## src/stepper_cfg_regs.svh

```systemverilog
// offsets, field positions, reset values and timing counts of the strap configuration loader
// Overview of operation
// serial select low turns the serial path off and loads settings from straps.
// every strap pin decodes to ground, open or supply level.
// standalone mode: first diagnostic open drain, pulls low on driver error.
// standalone mode: second diagnostic open drain, pulls low at table home.
// off-time strap: low code 4, high code 7, open code 10.
// microstep strap pair picks resolution, interpolation and chopper per table.
// microstep straps may change chopper method while running.
// current-mode strap: internal ref, internal sense, or analog scaling.
// hysteresis strap: low code 7, high code 11, open code 15.
// blank strap: low 00, high 01, open 10.
// enable strap low: enabled, currents 31, no reduction; high: disabled.
// enable open: hold 11, delay 8, ramp down after 1M idle clocks.
// standalone voltage chopper keeps its power-on configuration word.
// off-time and hysteresis straps never touch the voltage chopper word.
// host first writes chopper word: off 3, start 4, end 1, blank 2.
// host then writes current word: hold 10, run 31, delay 6.
// host then writes standstill power-down delay 10.
// host then sets voltage chopper enable in global configuration.
// host then writes switchover velocity threshold 500.
// host finally writes voltage chopper word: auto, 2/1024, limit 200, gradient 1.
// host write is 40 bits, msb first: write flag, 7-bit address, 32 data.
// straps are decoded and applied before any step pulse is accepted; serial mode accepts steps without waiting for them.
`ifndef STEPPER_CFG_REGS_SVH
`define STEPPER_CFG_REGS_SVH
// avalon byte offsets
`define OFS_DGRAM_HDR 8'h00
`define OFS_DGRAM_DATA 8'h04
`define OFS_STATUS 8'h08
`define OFS_CHOP 8'h0C
`define OFS_CURR 8'h10
`define OFS_GLOBAL_CONFIG 8'h14
`define OFS_PWM 8'h18
`define OFS_PDN 8'h1C
`define OFS_TPWM 8'h20
// serial register addresses carried in a datagram
`define SA_GLOBAL_CONFIG 7'h00
`define SA_CURR 7'h10
`define SA_PDN 7'h11
`define SA_TPWM 7'h13
`define SA_CHOP 7'h6C
`define SA_PWM 7'h70
// field positions
`define CH_OFF_TIME_CODE 3:0
`define CH_HYSTERESIS_START_CODE 6:4
`define CH_HYSTERESIS_END_CODE 10:7
`define CH_CHM 14
`define CH_TBL 16:15
`define CH_MICROSTEP_RESOLUTION_CODE 27:24
`define CH_INTPOL 28
`define GC_ISCALE 0
`define GC_RSENSE 1
`define GC_PWMEN 2
`define GC_FIRST_DIAGNOSTIC_OUTPUT 5
`define GC_SECOND_DIAGNOSTIC_OUTPUT 6
`define CU_HOLD 4:0
`define CU_RUN 12:8
`define CU_DELAY 19:16
// reset values
`define PWM_DEFAULT 32'h0005_0480
`define CHOP_DEFAULT 32'h0000_0000
`define CURR_DEFAULT 32'h0000_0000
// timing
`define SETTLE_CLKS 16'h0010
`endif

```

## src/stepper_cfg_pkg.sv

```systemverilog
// types shared by the strap configuration loader
package stepper_cfg_pkg;
  typedef enum logic [1:0] {LVL_GND, LVL_OPEN, LVL_VIO} level_t;
  typedef enum logic [1:0] {S_PULL_LO, S_PULL_HI, S_APPLY} scan_state_t;
endpackage : stepper_cfg_pkg

```

## src/stepper_standalone_pin_config.sv

```systemverilog
// strap sampling, serial write path and standstill current control of a stepper driver
//
// The implementer's own choices: the Avalon-MM interface to the registers and the register addresses.
`timescale 1ns/1ps
`default_nettype none
`include "stepper_cfg_regs.svh"
module stepper_standalone_pin_config
  import stepper_cfg_pkg::*;
#(
  parameter int STANDSTILL_CLKS = 1048576,
  parameter int RAMP_CLKS = 44000000
)(
  input wire logic i_mclk,
  input wire logic i_reset,
  input wire logic [7:0] i_avs_address,
  input wire logic i_avs_read,
  input wire logic i_avs_write,
  input wire logic [31:0] i_avs_writedata,
  input wire logic [3:0] i_avs_byteenable,
  output logic [31:0] o_avs_readdata,
  output logic o_avs_waitrequest,
  input wire logic i_serial_mode,
  input wire logic [6:0] i_strap,
  output logic o_strap_pull_up,
  input wire logic i_step,
  input wire logic i_driver_error,
  input wire logic i_table_home,
  output logic o_diag_level,
  output logic o_diag_a_oe,
  output logic o_diag_b_oe,
  output logic [31:0] o_chopper_config_word,
  output logic [31:0] o_global_config,
  output logic [31:0] o_voltage_pwm_config_word,
  output logic o_driver_enable,
  output logic [4:0] o_current_scale,
  output logic o_step_accept
);
  localparam int RAMP_STEPS = 20;
  localparam int RAMP_STEP_CLKS = RAMP_CLKS / RAMP_STEPS;

  // strap decode from a pulled-low and a pulled-high sample
  function automatic level_t strap_level(input logic lo, input logic hi);
    if (lo)
      return LVL_VIO;
    else if (!hi)
      return LVL_GND;
    else
      return LVL_OPEN;
  endfunction : strap_level

  // byte-lane merge for register writes
  function automatic logic [31:0] merge(input logic [31:0] old, input logic [31:0] nw,
                                        input logic [3:0] be);
    logic [31:0] r;
    r = old;
    for (int i = 0; i < 4; i++)
      if (be[i])
        r[i*8 +: 8] = nw[i*8 +: 8];
    return r;
  endfunction : merge

  ////////////////////////////////////////////////////////////////////////////
  // pin synchronisers
  logic [8:0] meta_q;
  logic [8:0] sync_q;
  always_ff @(posedge i_mclk)
  begin
    meta_q <= {i_step, i_serial_mode, i_strap};
    sync_q <= meta_q;
  end
  wire logic [6:0] strap_s = sync_q[6:0];
  wire logic serial_s = sync_q[7];
  wire logic step_s = sync_q[8];
  logic step_prev_q;
  always_ff @(posedge i_mclk)
    step_prev_q <= step_s;
  wire logic step_rise = step_s & ~step_prev_q;

  ////////////////////////////////////////////////////////////////////////////
  // strap scan: pull low, sample, pull high, sample, decode; runs forever
  scan_state_t state_q;
  logic [15:0] settle_q;
  logic [6:0] lo_q;
  logic cfg_valid_q;
  // three-state detect
  always_ff @(posedge i_mclk)
  begin
    if (i_reset)
    begin
      state_q <= S_PULL_LO;
      settle_q <= 16'h0000;
      lo_q <= 7'h00;
      o_strap_pull_up <= 1'b0;
    end
    else
    begin
      case (state_q)
        S_PULL_LO:
          if (settle_q == `SETTLE_CLKS)
          begin
            lo_q <= strap_s;
            o_strap_pull_up <= 1'b1;
            settle_q <= 16'h0000;
            state_q <= S_PULL_HI;
          end
          else
            settle_q <= settle_q + 16'h0001;
        S_PULL_HI:
          if (settle_q == `SETTLE_CLKS)
          begin
            o_strap_pull_up <= 1'b0;
            settle_q <= 16'h0000;
            state_q <= S_APPLY;
          end
          else
            settle_q <= settle_q + 16'h0001;
        default:
          state_q <= S_PULL_LO;
      endcase
    end
  end
  wire logic scan_apply = (state_q == S_PULL_HI) && (settle_q == `SETTLE_CLKS);

  // decoded levels of each strap
  level_t lv [7];
  always_comb
    for (int i = 0; i < 7; i++)
      lv[i] = strap_level(lo_q[i], strap_s[i]);

  ////////////////////////////////////////////////////////////////////////////
  // standalone settings from straps
  logic [31:0] st_chop_q;
  logic [31:0] st_global_config_q;
  logic [1:0] st_enable_q;
  always_ff @(posedge i_mclk)
  begin
    if (i_reset)
    begin
      st_chop_q <= `CHOP_DEFAULT;
      st_global_config_q <= 32'h0000_0000;
      st_enable_q <= 2'b00;
      cfg_valid_q <= 1'b0;
    end
    else if (scan_apply)
    begin
      cfg_valid_q <= 1'b1;
      st_chop_q <= 32'h0000_0000;
      // off time
      st_chop_q[`CH_OFF_TIME_CODE] <= (lv[0] == LVL_GND) ? 4'd4 : (lv[0] == LVL_VIO) ? 4'd7 : 4'd10;
      // hysteresis end
      st_chop_q[`CH_HYSTERESIS_END_CODE] <= (lv[4] == LVL_GND) ? 4'd7 : (lv[4] == LVL_VIO) ? 4'd11 : 4'd15;
      // blank time
      st_chop_q[`CH_TBL] <= (lv[5] == LVL_GND) ? 2'b00 : (lv[5] == LVL_VIO) ? 2'b01 : 2'b10;
      // microstep pair, high strap first
      case ({lv[2], lv[1]})
        {LVL_GND, LVL_GND}: st_chop_q[`CH_MICROSTEP_RESOLUTION_CODE] <= 4'd8;
        {LVL_GND, LVL_VIO}: st_chop_q[`CH_MICROSTEP_RESOLUTION_CODE] <= 4'd7;
        {LVL_VIO, LVL_GND}: st_chop_q[`CH_MICROSTEP_RESOLUTION_CODE] <= 4'd6;
        {LVL_VIO, LVL_VIO}: st_chop_q[`CH_MICROSTEP_RESOLUTION_CODE] <= 4'd4;
        {LVL_GND, LVL_OPEN}: st_chop_q[`CH_MICROSTEP_RESOLUTION_CODE] <= 4'd7;
        {LVL_VIO, LVL_OPEN}, {LVL_OPEN, LVL_VIO}: st_chop_q[`CH_MICROSTEP_RESOLUTION_CODE] <= 4'd6;
        default: st_chop_q[`CH_MICROSTEP_RESOLUTION_CODE] <= 4'd4;
      endcase
      st_chop_q[`CH_INTPOL] <= (lv[1] == LVL_OPEN) || (lv[2] == LVL_OPEN);
      // diagnostics in open drain mode
      st_global_config_q[`GC_FIRST_DIAGNOSTIC_OUTPUT] <= 1'b1;
      st_global_config_q[`GC_SECOND_DIAGNOSTIC_OUTPUT] <= 1'b1;
      // chopper method follows the microstep straps on every scan
      st_global_config_q[`GC_PWMEN] <= (lv[2] == LVL_OPEN) && (lv[1] != LVL_GND);
      // current reference
      st_global_config_q[`GC_RSENSE] <= (lv[3] == LVL_VIO);
      st_global_config_q[`GC_ISCALE] <= (lv[3] == LVL_OPEN);
      st_enable_q <= lv[6];
    end
  end

  ////////////////////////////////////////////////////////////////////////////
  // avalon slave: one wait cycle, then the request completes
  logic [7:0] hdr_q;
  logic [31:0] chop_q, curr_q, global_config_q, pwm_q, pdn_q, tpwm_q;
  wire logic req = i_avs_read | i_avs_write;
  wire logic done = req & ~o_avs_waitrequest;
  wire logic wr_done = i_avs_write & ~o_avs_waitrequest;
  always_ff @(posedge i_mclk)
  begin
    if (i_reset)
      o_avs_waitrequest <= 1'b1;
    else
      o_avs_waitrequest <= ~(req & o_avs_waitrequest);
  end

  // header byte then data word form one 40-bit datagram
  wire logic dg_go = wr_done && (i_avs_address == `OFS_DGRAM_DATA) && hdr_q[7] && serial_s;
  always_ff @(posedge i_mclk)
  begin
    if (i_reset)
      hdr_q <= 8'h00;
    else if (wr_done && (i_avs_address == `OFS_DGRAM_HDR) && i_avs_byteenable[0])
      hdr_q <= i_avs_writedata[7:0];
  end

  // serial register file; R01 writes only land when serial mode is selected
  always_ff @(posedge i_mclk)
  begin
    if (i_reset)
    begin
      chop_q <= `CHOP_DEFAULT;
      curr_q <= `CURR_DEFAULT;
      global_config_q <= 32'h0000_0000;
      pwm_q <= `PWM_DEFAULT;
      pdn_q <= 32'h0000_0000;
      tpwm_q <= 32'h0000_0000;
    end
    else if (dg_go)
    begin
      case (hdr_q[6:0])
        `SA_CHOP: chop_q <= merge(chop_q, i_avs_writedata, i_avs_byteenable);
        `SA_CURR: curr_q <= merge(curr_q, i_avs_writedata, i_avs_byteenable);
        `SA_PDN: pdn_q <= merge(pdn_q, i_avs_writedata, i_avs_byteenable);
        `SA_GLOBAL_CONFIG: global_config_q <= merge(global_config_q, i_avs_writedata, i_avs_byteenable);
        `SA_TPWM: tpwm_q <= merge(tpwm_q, i_avs_writedata, i_avs_byteenable);
        `SA_PWM: pwm_q <= merge(pwm_q, i_avs_writedata, i_avs_byteenable);
        default: ;
      endcase
    end
  end

  // read data set in the wait cycle, stands at the completing edge
  always_ff @(posedge i_mclk)
  begin
    if (i_reset)
      o_avs_readdata <= 32'h0000_0000;
    else if (i_avs_read && o_avs_waitrequest)
    begin
      case (i_avs_address)
        `OFS_DGRAM_HDR: o_avs_readdata <= {24'h00_0000, hdr_q};
        `OFS_STATUS: o_avs_readdata <= {24'h00_0000, o_step_accept, serial_s, lv[6], lv[1],
                                        lv[2]};
        `OFS_CHOP: o_avs_readdata <= o_chopper_config_word;
        `OFS_CURR: o_avs_readdata <= curr_q;
        `OFS_GLOBAL_CONFIG: o_avs_readdata <= o_global_config;
        `OFS_PWM: o_avs_readdata <= o_voltage_pwm_config_word;
        `OFS_PDN: o_avs_readdata <= pdn_q;
        `OFS_TPWM: o_avs_readdata <= tpwm_q;
        default: o_avs_readdata <= 32'h0000_0000;
      endcase
    end
  end

  ////////////////////////////////////////////////////////////////////////////
  // effective configuration; R01 selects the source
  always_ff @(posedge i_mclk)
  begin
    if (i_reset)
    begin
      o_chopper_config_word <= `CHOP_DEFAULT;
      o_global_config <= 32'h0000_0000;
      o_voltage_pwm_config_word <= `PWM_DEFAULT;
      o_step_accept <= 1'b0;
    end
    else
    begin
      o_chopper_config_word <= serial_s ? chop_q : st_chop_q;
      o_global_config <= serial_s ? global_config_q : st_global_config_q;
      // standalone keeps the power-on voltage chopper word
      o_voltage_pwm_config_word <= serial_s ? pwm_q : `PWM_DEFAULT;
      // standalone steps accepted only once straps have been applied; serial mode accepts steps at once
      o_step_accept <= serial_s | cfg_valid_q;
    end
  end

  ////////////////////////////////////////////////////////////////////////////
  // enable and standstill current
  wire logic [4:0] run_s = serial_s ? curr_q[`CU_RUN] : 5'd31;
  wire logic [4:0] hold_s = serial_s ? curr_q[`CU_HOLD] :
                            (st_enable_q == LVL_OPEN) ? 5'd11 : 5'd31;
  logic [31:0] idle_q;
  logic [31:0] ramp_q;
  always_ff @(posedge i_mclk)
  begin
    if (i_reset)
    begin
      o_driver_enable <= 1'b0;
      o_current_scale <= 5'd0;
      idle_q <= 32'h0000_0000;
      ramp_q <= 32'h0000_0000;
    end
    else
    begin
      // high strap disables the driver
      o_driver_enable <= serial_s ? (chop_q[`CH_OFF_TIME_CODE] != 4'd0) :
                         (cfg_valid_q && st_enable_q != LVL_VIO);
      if (step_rise && o_step_accept)
      begin
        idle_q <= 32'h0000_0000;
        ramp_q <= 32'h0000_0000;
        o_current_scale <= run_s;
      end
      else if (idle_q < STANDSTILL_CLKS)
      begin
        idle_q <= idle_q + 32'h0000_0001;
        o_current_scale <= run_s;
      end
      // one scale step down per ramp interval until hold is reached
      else if (o_current_scale > hold_s)
      begin
        if (ramp_q == RAMP_STEP_CLKS - 1)
        begin
          ramp_q <= 32'h0000_0000;
          o_current_scale <= o_current_scale - 5'd1;
        end
        else
          ramp_q <= ramp_q + 32'h0000_0001;
      end
      else
        o_current_scale <= hold_s;
    end
  end

  ////////////////////////////////////////////////////////////////////////////
  // open-drain diagnostics; data is always low, enable pulls the line
  always_ff @(posedge i_mclk)
  begin
    if (i_reset)
    begin
      o_diag_level <= 1'b0;
      o_diag_a_oe <= 1'b0;
      o_diag_b_oe <= 1'b0;
    end
    else
    begin
      o_diag_level <= 1'b0;
      // fault pulls first output
      o_diag_a_oe <= o_global_config[`GC_FIRST_DIAGNOSTIC_OUTPUT] & i_driver_error;
      // table home pulls second output
      o_diag_b_oe <= o_global_config[`GC_SECOND_DIAGNOSTIC_OUTPUT] & i_table_home;
    end
  end

  ////////////////////////////////////////////////////////////////////////////
  // checks
  a_no_early_step: assert property (@(posedge i_mclk) disable iff (i_reset)
    (!serial_s && !cfg_valid_q) |=> !o_step_accept) else $error("step accepted early");
  a_standalone_pwm: assert property (@(posedge i_mclk) disable iff (i_reset)
    !serial_s |=> o_voltage_pwm_config_word == `PWM_DEFAULT)
    else $error("pwm word not default");
  a_off_time_code_open: assert property (@(posedge i_mclk) disable iff (i_reset)
    scan_apply && lv[0] == LVL_OPEN |=> st_chop_q[`CH_OFF_TIME_CODE] == 4'd10)
    else $error("off time code wrong");
  a_hysteresis_end_code_gnd: assert property (@(posedge i_mclk) disable iff (i_reset)
    scan_apply && lv[4] == LVL_GND |=> st_chop_q[`CH_HYSTERESIS_END_CODE] == 4'd7)
    else $error("hysteresis code wrong");
  a_blank_vio: assert property (@(posedge i_mclk) disable iff (i_reset)
    scan_apply && lv[5] == LVL_VIO |=> st_chop_q[`CH_TBL] == 2'b01)
    else $error("blank code wrong");
  a_vchop_sel: assert property (@(posedge i_mclk) disable iff (i_reset)
    scan_apply && lv[2] == LVL_GND |=> !st_global_config_q[`GC_PWMEN])
    else $error("voltage chopper wrongly selected");
  a_serial_off: assert property (@(posedge i_mclk) disable iff (i_reset)
    wr_done && !serial_s |=> $stable(chop_q) && $stable(curr_q))
    else $error("write landed in standalone mode");
  a_diag_fault: assert property (@(posedge i_mclk) disable iff (i_reset)
    !serial_s && !$past(serial_s) && cfg_valid_q && $past(cfg_valid_q) && i_driver_error
    |=> o_diag_a_oe)
    else $error("fault not signalled");
  a_disable_vio: assert property (@(posedge i_mclk) disable iff (i_reset)
    !serial_s && st_enable_q == LVL_VIO |=> !o_driver_enable)
    else $error("driver enabled by high strap");
  a_wait_one: assert property (@(posedge i_mclk) disable iff (i_reset) // one avalon wait cycle per request
    req && o_avs_waitrequest |=> !o_avs_waitrequest ##1 o_avs_waitrequest)
    else $error("wait cycle wrong");
endmodule : stepper_standalone_pin_config
`default_nettype wire

```

## config.mk

```make
export PLATFORM = sky130hd
export DESIGN_NAME = stepper_standalone_pin_config
export DESIGN_NICKNAME = d
export VERILOG_FILES = /design/src/stepper_cfg_pkg.sv /design/src/stepper_standalone_pin_config.sv
export VERILOG_INCLUDE_DIRS = /design/src
export SDC_FILE = /design/constraint.sdc
export NUM_CORES = 1
export LEC_CHECK = 0
export ABC_AREA = 1
export BUFFER_PORTS_ARGS = -buffer_cell sky130_fd_sc_hd__buf_2
export CAP_MARGIN = 20
export CORE_ASPECT_RATIO = 0.6
export CORE_MARGIN = 1
export CORE_UTILIZATION = 25
export CTS_BUF_LIST = sky130_fd_sc_hd__clkbuf_8
export CTS_CLUSTER_SIZE = 14
export DETAILED_ROUTE_END_ITERATION = 6
export PLACE_DENSITY = 0.4
export SETUP_SLACK_MARGIN = 0.15
export SLEW_MARGIN = 20
export SYNTH_ARGS = -nofsm -noshare
export SYNTH_HDL_FRONTEND = slang
export SYNTH_SLANG_ARGS = --single-unit
export TNS_END_PERCENT = 50
```

## constraint.sdc

```tcl
create_clock -name i_mclk -period 3.26 [get_ports i_mclk]
set_input_delay 0.163 -clock i_mclk [delete_from_list [all_inputs] [get_ports i_mclk]]
set_output_delay 0.163 -clock i_mclk [all_outputs]
set_load 0.05 [all_outputs]
```

== Yosys cells after proc, flatten, opt, wreduce, memory -nomap -nowiden ==
Index checks and enable logic that the tools add are counted.
Word-level totals
  bits in registers: 469
  input port bits: 59
  output and inout port bits: 140
  word-level logic and storage cells: 195
Operators by class
  add/sub/neg operators: 4
  $lt $le $gt $ge: 2
  eq/ne operators: 33
  muxes and demuxes: 40
  bitwise operators: 12
  reduce and logical (&&, ||, !) cells: 54
Operator list (count)
  $pmux 32 s8: 1
  $reduce_and 3->1: 25
  $add 32x1->32 const B: 2
  $mux 5: 7
  $eq 32x22->1 const B: 1
  $eq 8x5->1 const B: 4
  $lt 32x21->1 const B: 1
  $mux 32: 1
  $mux 29: 1
  $mux 2: 11
  $eq 7x5->1 const B: 3
  $add 16x1->16 const B: 1
  $eq 16x5->1 const B: 1
  $eq 8x4->1 const B: 2
  $mux 16: 1
  $eq 7x7->1 const B: 2
  $mux 4: 3
  $pmux 4 s3: 1
  $eq 2x1->1 const B: 5
  $logic_and 1x1->1: 10
  $mux 1: 10
  $eq 2x2->1 const B: 4
  $eq 4x4->1 const B: 2
  $eq 8x3->1 const B: 1
  other kinds (25): 45

== Logic depth before layout (Yosys ltp) ==
Gate-level depths: netlist (run 1).
  word-level depth: 7
  gate-level depth with buffers: 17
  mapped depth without buffers: 16

== Worst setup path after synthesis (run 1) ==
Ideal clock, no wire load.
  path type: reg-to-reg
  start: register sync_q[7]
  end: register ramp_q[29]
  arrival: 2.247 ns
  data required time: 3.189 ns
  slack: 0.942 ns
  stages on the path, launching flop included: 16
  buffers on the path: 3
  period minus slack after synthesis: 2.318 ns
  path through: dfxtp_1 -> inv_1 -> clkbuf_1 -> o21ai_0 -> inv_1 -> ha_1 -> nand2_1 -> nor2_1 -> nand2_1 -> inv_1 -> nor2_1 -> nand2_1 -> buf_2 -> buf_1 -> nand2_1 -> a21oi_1
On the way
  word-level cells in the longest chain between the ends: 3
Ends and longest elaborated chain
  start: declaration: RTL line stepper_standalone_pin_config.sv:65  | logic [8:0] sync_q;
  start signal: assignment: RTL line stepper_standalone_pin_config.sv:69  | sync_q <= meta_q;
  $mux 5: RTL line stepper_standalone_pin_config.sv:275  | wire logic [4:0] hold_s = serial_s ? curr_q[`CU_HOLD] :
  $gt 5x5->1: RTL line stepper_standalone_pin_config.sv:305  | else if (o_current_scale > hold_s)
  $reduce_and 2->1 (no line)
  end signal: assignment: RTL line stepper_standalone_pin_config.sv:313  | ramp_q <= ramp_q + 32'h0000_0001;
  end: declaration: RTL line stepper_standalone_pin_config.sv:278  | logic [31:0] ramp_q;
No other way between the ends.
A chain may end at the register's enable or synchronous reset.

== Worst setup path after layout (run 1) ==
  start: register sync_q[7]
  end: register pdn_q[29]
On the way
  word-level cells in the longest chain between the ends: 2
Ends and longest elaborated chain
  $logic_and 1x1->1: RTL line stepper_standalone_pin_config.sv:193  | wire logic dg_go = wr_done && (i_avs_address == `OFS_DGRAM_DATA) && hdr_q[7] && serial_s;
  $reduce_and 3->1 (no line)
  end signal: assignment: RTL line stepper_standalone_pin_config.sv:219  | `SA_PDN: pdn_q <= merge(pdn_q, i_avs_writedata, i_avs_byteenable);
  end: declaration: RTL line stepper_standalone_pin_config.sv:180  | logic [31:0] chop_q, curr_q, global_config_q, pwm_q, pdn_q, tpwm_q;
No other way between the ends.

==> results.md, run 1 <==
- CP Data Arrival Time: 3.41 ns
- Register share of total power: 48.8%
- Slew Limit Fails: 0
- Root Driver: clkbuf_8
- Kind of start point of the critical path: flop
- Clock Latency Late Sink: 0.68 ns
- Top-Level Pins: 199
- Register area: 0.00933 mm2
- Most frequent cell after synthesis: nand2_1
- WL/cell: 17.8 um
- Post-synthesis cell area: 0.0193 mm2
- FILL cells: 8274
- Top sig layer: met4
- Clock Skew: 0.0293 ns
- Post-synth top area cell: dfxtp_1
- Vias per cell: 4.55
- Number of flops mapped to enable cells by yosys: 0
- Syn_area_per_cell: 7.18 um2
- IO Port Bufs: 197
- Longest Clk Path Bufs: 3
- Power Dens Cells: 503 mW/mm2
- Ys async rst share: 0%
- Util after Layout: 30.9%
- Iteration-0 DRC Markers: 1403
- Critical Path RT: 3.82 ns
- DRC viols: 0
- Most used cell, CP: nor2_1
- Met2 wire length: 27300 um
- Remaining antenna violation count: 0
- Gr usage total: 17.9%
- Internal power: 8.80 mW
- Crit path cell chain: buf_4 > nand2_1 > nor2_1 > nand3_1 > nor3_4 > inv_1 > o21ai_0 > nor2_1 > dlygate4sd3_1
- Hold WS: 0.128 ns
- Max Fclk: 0.351 GHz
- Synth Warn #: 0
- Clock-pin slew on the worst setup and hold paths: 0.06 ns
- Grt ovf: 0
- Area of the multi-input gates: 0.00841 mm2
- Die W: 361 um
- Vias after detailed routing: 18200
- Overall die height: 217 um
- Switching fraction of total power: 25.6%
- Final Cycle Share: 87.4%
- Max_slew headroom: 37.4%
- H-tree depth: 3
- First-pass GRT wire length: 107000 um
- HPWL after detailed placement: 51100 um
- DRT Pass-1 Iters: 6
- Clk pwr share: 46.2%
- Worst hold path depth: 2
- Vias in the first global route: 17300
- Sw power: 3.02 mW
- Hold Crit Class: input port to flop
- Slowest CP cell: dlygate4sd3_1
- Nets: 3007
- Syn Inst Count: 2690
- Fin Setup TNS: 0 ns
- Most used DFF post-synth: dfxtp_1
- Total Wirelength: 71000 um
- Status: complete, no violations
- Setup violators final: 0
- Commonest cells in the netlist: nand2_1, dfxtp_1, nor2_1, inv_1, a21oi_1
- R2R cell count: 9
- Routed length on met3: 3640 um
- Core Region: 0.0760 mm2
- Netlist cell types: 40
- Syn_nets: 2759
- Seq/Total Area, Yosys: 48.3%
- Least-Margin Pin Slew: 0.929 ns
- Leakage: 9.95 nW
- Synth top area share: 48.3%
- Yosys reg bits: 466
- Tmin final: 2.85 ns
- Unrepaired setup endpoints after global routing: yes
- Number of clock sinks: 466
- Post-Route M1 WL: 38900 um
- Placer Congestion: 0.853
- TritonCTS Buffers: 80
- Initial core utilization: 25.4%
- Largest stage delay on the critical path: 0.55 ns
- Dominant cells by area after synthesis: dfxtp_1, nand2_1, nor2_1
- Die ar.: 0.0784 mm2
- Logic gate share of total power: 4.9%
- Share of cells above drive strength 1: 13.2%
- Worst VDD drop: 0.211 mV
- Area Overhead vs Synth: 21.8%
- Largest net degree at the start of global routing: 114
- Critical setup path kind: flop to flop
- Critical path peak fanout: 20
- Max_cap viols: 0
- FP Rows: 78
- Final Power: 11.8 mW
- Worst setup EP type: flop
- Final hold vios: 0
- Antenna violations before repair: 3
- CTS tree: done
-- sequential cells by signal (all words and copies together), names as in the netlist, 9 cells and up --
signal,cells
chop_q,32
curr_q,32
global_config_q,32
idle_q,32
o_avs_readdata,32
o_chopper_config_word,32
o_global_config,32
o_voltage_pwm_config_word,32
pdn_q,32
pwm_q,32
ramp_q,32
tpwm_q,32
settle_q,16
st_chop_q,14
meta_q,9
sync_q,9
-- final cells by class --
cell class	instances	area share (%)
antenna	2	0.0213
clock buffer	96	5.62
clock inverter	41	1.15
sequential	466	39.7
tap	1000	5.32
inverter	284	4.54
timing repair buffer	287	7.93
multi-input combinational	1819	35.8
-- timing repair --
action / CTS / global route
hold endpoints to repair: 235 / 0
endpoints found under the setup margin: 0 / 2
resized for setup: 0 / 1
hold buffers: 54 / 0
buffers inserted: 0 / 0
-- final timing paths --
kind                     start                endpoint  slack (ns)
max          sync_q[7]$_DFF_P_  pdn_q[29]$_SDFFE_PP0P_        0.41
min                     i_step       meta_q[8]$_DFF_P_        0.13
max reg2reg  sync_q[7]$_DFF_P_  pdn_q[29]$_SDFFE_PP0P_        0.41
min reg2reg  meta_q[8]$_DFF_P_       sync_q[8]$_DFF_P_        0.33
-- power by group through the flow --
stage	Sequential [mW]	Clock, mW	Combinational [mW]
global placement	5.90	0	0.533
floorplan	5.93	0	0.249
CTS	5.77	5.67	0.584
global route	5.77	5.95	0.637
finish	5.77	5.47	0.582
detailed placement	5.90	0	0.534
-- cells by family after synthesis --
group / count (synthesis) / share of synthesized area [%]
buffers and inverters: 405 / 8.40
and+or+nand+nor: 1276 / 28.4
xor gates and xnor gates: 11 / 0.499
other: 1 / 0.0194
AOI/OAI and AO/OA: 521 / 13.7
DFF: 466 / 48.3
adders and majority gates: 10 / 0.648
-- metrics by stage --
step,cell area [um2],std cells,setup WS (ns)
global route,23500,3994,0.143
CTS,23500,3993,0.443
finish,23500,3995,0.412
global placement,21400,3802,0.612
floorplan,19300,2690,0.942
detailed placement,21400,3802,0.528
-- layer usage --
metal / global-route usage, % / up-vias
li1: - / 9186
met1: 28.1 / 8468
met2: 24.1 / 412
met3: 3.72 / 96
met4: 4.62 / 0
met5: 0 / -
-- critical path, delay by kind of cell, from the launching register on --
family                 cells  cell delay, ns
AND/OR/NAND/NOR            5            1.13
buffers and inverters      3            1.06
flip-flops                 1            0.33
AO/OA/AOI/OAI              1            0.20
-- cell usage in the layout, fill, tap and decap left out, types with 5 or more instances in the layout --
cell type	Yosys	layout
a211oi_1	9	9
a21oi_1	260	260
buf_12	0	5
buf_2	19	196
buf_4	13	31
clkbuf_8	0	96
clkinv_2	0	6
dfxtp_1	466	466
dlygate4sd3_1	0	54
ha_1	10	10
inv_1	278	303
nand2_1	532	531
nand3_1	237	237
nand4_1	26	26
nor2_1	392	388
nor2_4	17	21
nor3_1	38	38
o211ai_1	5	5
o21ai_0	239	239
o21ai_1	5	5
or2_2	7	7
xor2_1	10	10
No activity file was read; power rests on OpenSTA's default activity.
==> run 2, diff against run 1 <==
clock period = 3.4 ns   (was 3.26 ns; I/O delays follow)
==> results.md, run 2 (synthesis results as in run 1) <==
- Worst hold path depth: 2 (unchanged)
- Antenna violations before repair: 1 (was 3)
- Max Fclk: 0.354 GHz (was 0.351 GHz)
- Number of clock sinks: 466 (unchanged)
- DRC viols: 0 (unchanged)
- Nets: 3009 (was 3007)
- Most used cell, CP: nor2_1 (unchanged)
- Buf/Inv on CP: 3 (unchanged)
- Leakage: 10.0 nW (was 9.95 nW)
- Status: complete, no violations (unchanged)
- CP top delay family: simple AND/OR/NAND/NOR gates (unchanged)
- Vias in the first global route: 17400 (was 17300)
- Setup bufs post-CTS: 0 (unchanged)
- IO Port Bufs: 197 (unchanged)
- Overall die height: 217 um (unchanged)
- Max_cap viols: 0 (unchanged)
- Critical path peak fanout: 20 (unchanged)
- Iteration-0 DRC Markers: 1366 (was 1403)
- Clock Skew: 0.0307 ns (was 0.0293 ns)
- Worst setup EP type: flop (unchanged)
- Final WS setup: 0.576 ns (was 0.412 ns)
- Slowest CP cell: dlygate4sd3_1 (unchanged)
- Max_slew headroom: 32.3% (was 37.4%)
- Critical path depth: 9 (unchanged)
- Resized Gates After CTS: 0 (unchanged)
- Setup violators final: 0 (unchanged)
- Kind of start point of the critical path: flop (unchanged)
- Power Dens Cells: 490 mW/mm2 (was 503 mW/mm2)
- Final Cycle Share: 83.0% (was 87.4%)
- DRT Pass-1 Iters: 5 (was 6)
- Vias after detailed routing: 18300 (was 18200)
- FILL cells: 8312 (was 8274)
- Grt ovf: 0 (unchanged)
- Crit path cell chain: buf_4 > nand2_1 > nor2_1 > nand3_1 > nor3_4 > inv_1 > o21ai_1 > nor2_1 > dlygate4sd3_1 (was buf_4 > nand2_1 > nor2_1 > nand3_1 > nor3_4 > inv_1 > o21ai_0 > nor2_1 > dlygate4sd3_1)
- Critical Path RT: 3.96 ns (was 3.82 ns)
- Total Wirelength: 71700 um (was 71000 um)
- Largest net degree at the start of global routing: 80 (was 114)
- Hold Crit Class: input port to flop (unchanged)
- Tmin final: 2.82 ns (was 2.85 ns)
- R2R cell count: 9 (unchanged)
- Largest stage delay on the critical path: 0.54 ns (was 0.55 ns)
- HPWL after detailed placement: 51800 um (was 51100 um)
- Most common cell after layout, fill and taps aside: nand2_1 (unchanged)
- Longest Clk Path Bufs: 3 (unchanged)
- Clock Latency Late Sink: 0.68 ns (about the same)
- Critical setup path kind: flop to flop (unchanged)
- Area Overhead vs Synth: 22.4% (was 21.8%)
- Worst VDD drop: 0.253 mV (was 0.211 mV)
- Fin Setup TNS: 0 ns (unchanged)
- Remaining antenna violation count: 0 (unchanged)
- Final hold vios: 0 (unchanged)
- FP Rows: 78 (unchanged)
- Most frequent cells in the layout: nand2_1, dfxtp_1, nor2_1 (unchanged)
- Share of cells above drive strength 1: 13.8% (was 13.2%)
- Die ar.: 0.0784 mm2 (unchanged)
- Least-Margin Pin Slew: 1.01 ns (was 0.929 ns)
- Root Driver: clkbuf_8 (unchanged)
- CTS tree: done (unchanged)
- Die W: 361 um (unchanged)
- WL/cell: 17.9 um (was 17.8 um)
- Top-Level Pins: 199 (unchanged)
- Vias per cell: 4.57 (was 4.55)
- Pre-CTS WS: 0.691 ns (was 0.528 ns)
- CP Data Arrival Time: 3.39 ns (was 3.41 ns)
- Gr usage total: 18.1% (was 17.9%)
- TritonCTS Buffers: 80 (unchanged)
- First-pass GRT wire length: 108000 um (was 107000 um)
- Placer Congestion: 0.881 (was 0.853)
- Slew Limit Fails: 0 (unchanged)
- Unrepaired setup endpoints after global routing: no (was yes)
- H-tree depth: 3 (unchanged)
- Clock-pin slew on the worst setup and hold paths: 0.07 ns (was 0.06 ns)
- Initial core utilization: 25.4% (unchanged)
- Core Region: 0.0760 mm2 (unchanged)
-- run 2: changes by cell type in the layout (fill, tap and decap cells not counted), sizes merged --
| cell | previous run | this run |
|---|---|---|
| buf | 233 | 237 |
| clkbuf | 96 | 109 |
| dlygate4sd3 | 54 | 52 |
| diode | 2 | 3 |
| bufinv | 3 | 2 |
| clkinv | 9 | 13 |
| inv | 309 | 300 |
-- run 2: final cells by class --
type                       count  area [um2]  share of cell area, %
tap                         1000        1250                   5.29
inverter                     284        1070                   4.52
sequential                   466        9330                   39.4
clock inverter                35         235                  0.995
multi-input combinational   1819        8410                   35.6
timing repair buffer         289        1850                   7.81
antenna                        3        7.51                 0.0317
clock buffer                 109        1500                   6.34
-- run 2: per-layer routing --
metal	share of wire, %	global-route usage, %
met1	53	28.0
met2	38	24.5
met3	7.0	4.85
met4	1.4	3.57
met5	0	0
-- run 2: stage by stage --
step	hold WS (ns)	power [mW]	util [%]	instances	instance area, um2
2_1_floorplan	0.198	5.93	-	2690	19300
3_3_place_gp	0.276	6.17	28.1	3806	21400
3_5_place_dp	0.275	6.17	28.1	3806	21400
4_1_cts	0.0728	11.8	31.1	4002	23600
5_1_grt	0.0787	12.1	31.1	4003	23600
6_report	0.132	11.6	31.1	4005	23700
-- run 2: worst paths after layout --
kind / startpoint / end / slack [ns]
setup / recovery: sync_q[7]$_DFF_P_ / pdn_q[30]$_SDFFE_PP0P_ / 0.58
hold / removal: i_step / meta_q[8]$_DFF_P_ / 0.13
setup reg to reg: sync_q[7]$_DFF_P_ / pdn_q[30]$_SDFFE_PP0P_ / 0.58
hold reg to reg: meta_q[2]$_DFF_P_ / sync_q[2]$_DFF_P_ / 0.33
-- run 2: what timing repair did --
action                     CTS  global route
hold endpoints to repair   236             0
hold buffers                52             0
setup endpoints to repair    0             0
-- run 2: report_power, final --
group	total [mW]	switching (mW)	internal [mW]	leakage (nW)
clock network	5.50	2.48	3.02	0.956
logic	0.561	0.405	0.156	5.28
registers	5.53	0.0390	5.49	3.77
-- run 2: worst register-to-register path, stage by stage (launching register included) --
cell	delay, ns
dfxtp_1	0.33
buf_4	0.26
nand2_1	0.08
nor2_1	0.26
nand3_1	0.26
nor3_4	0.48
inv_1	0.26
o21ai_1	0.17
nor2_1	0.05
dlygate4sd3_1	0.54
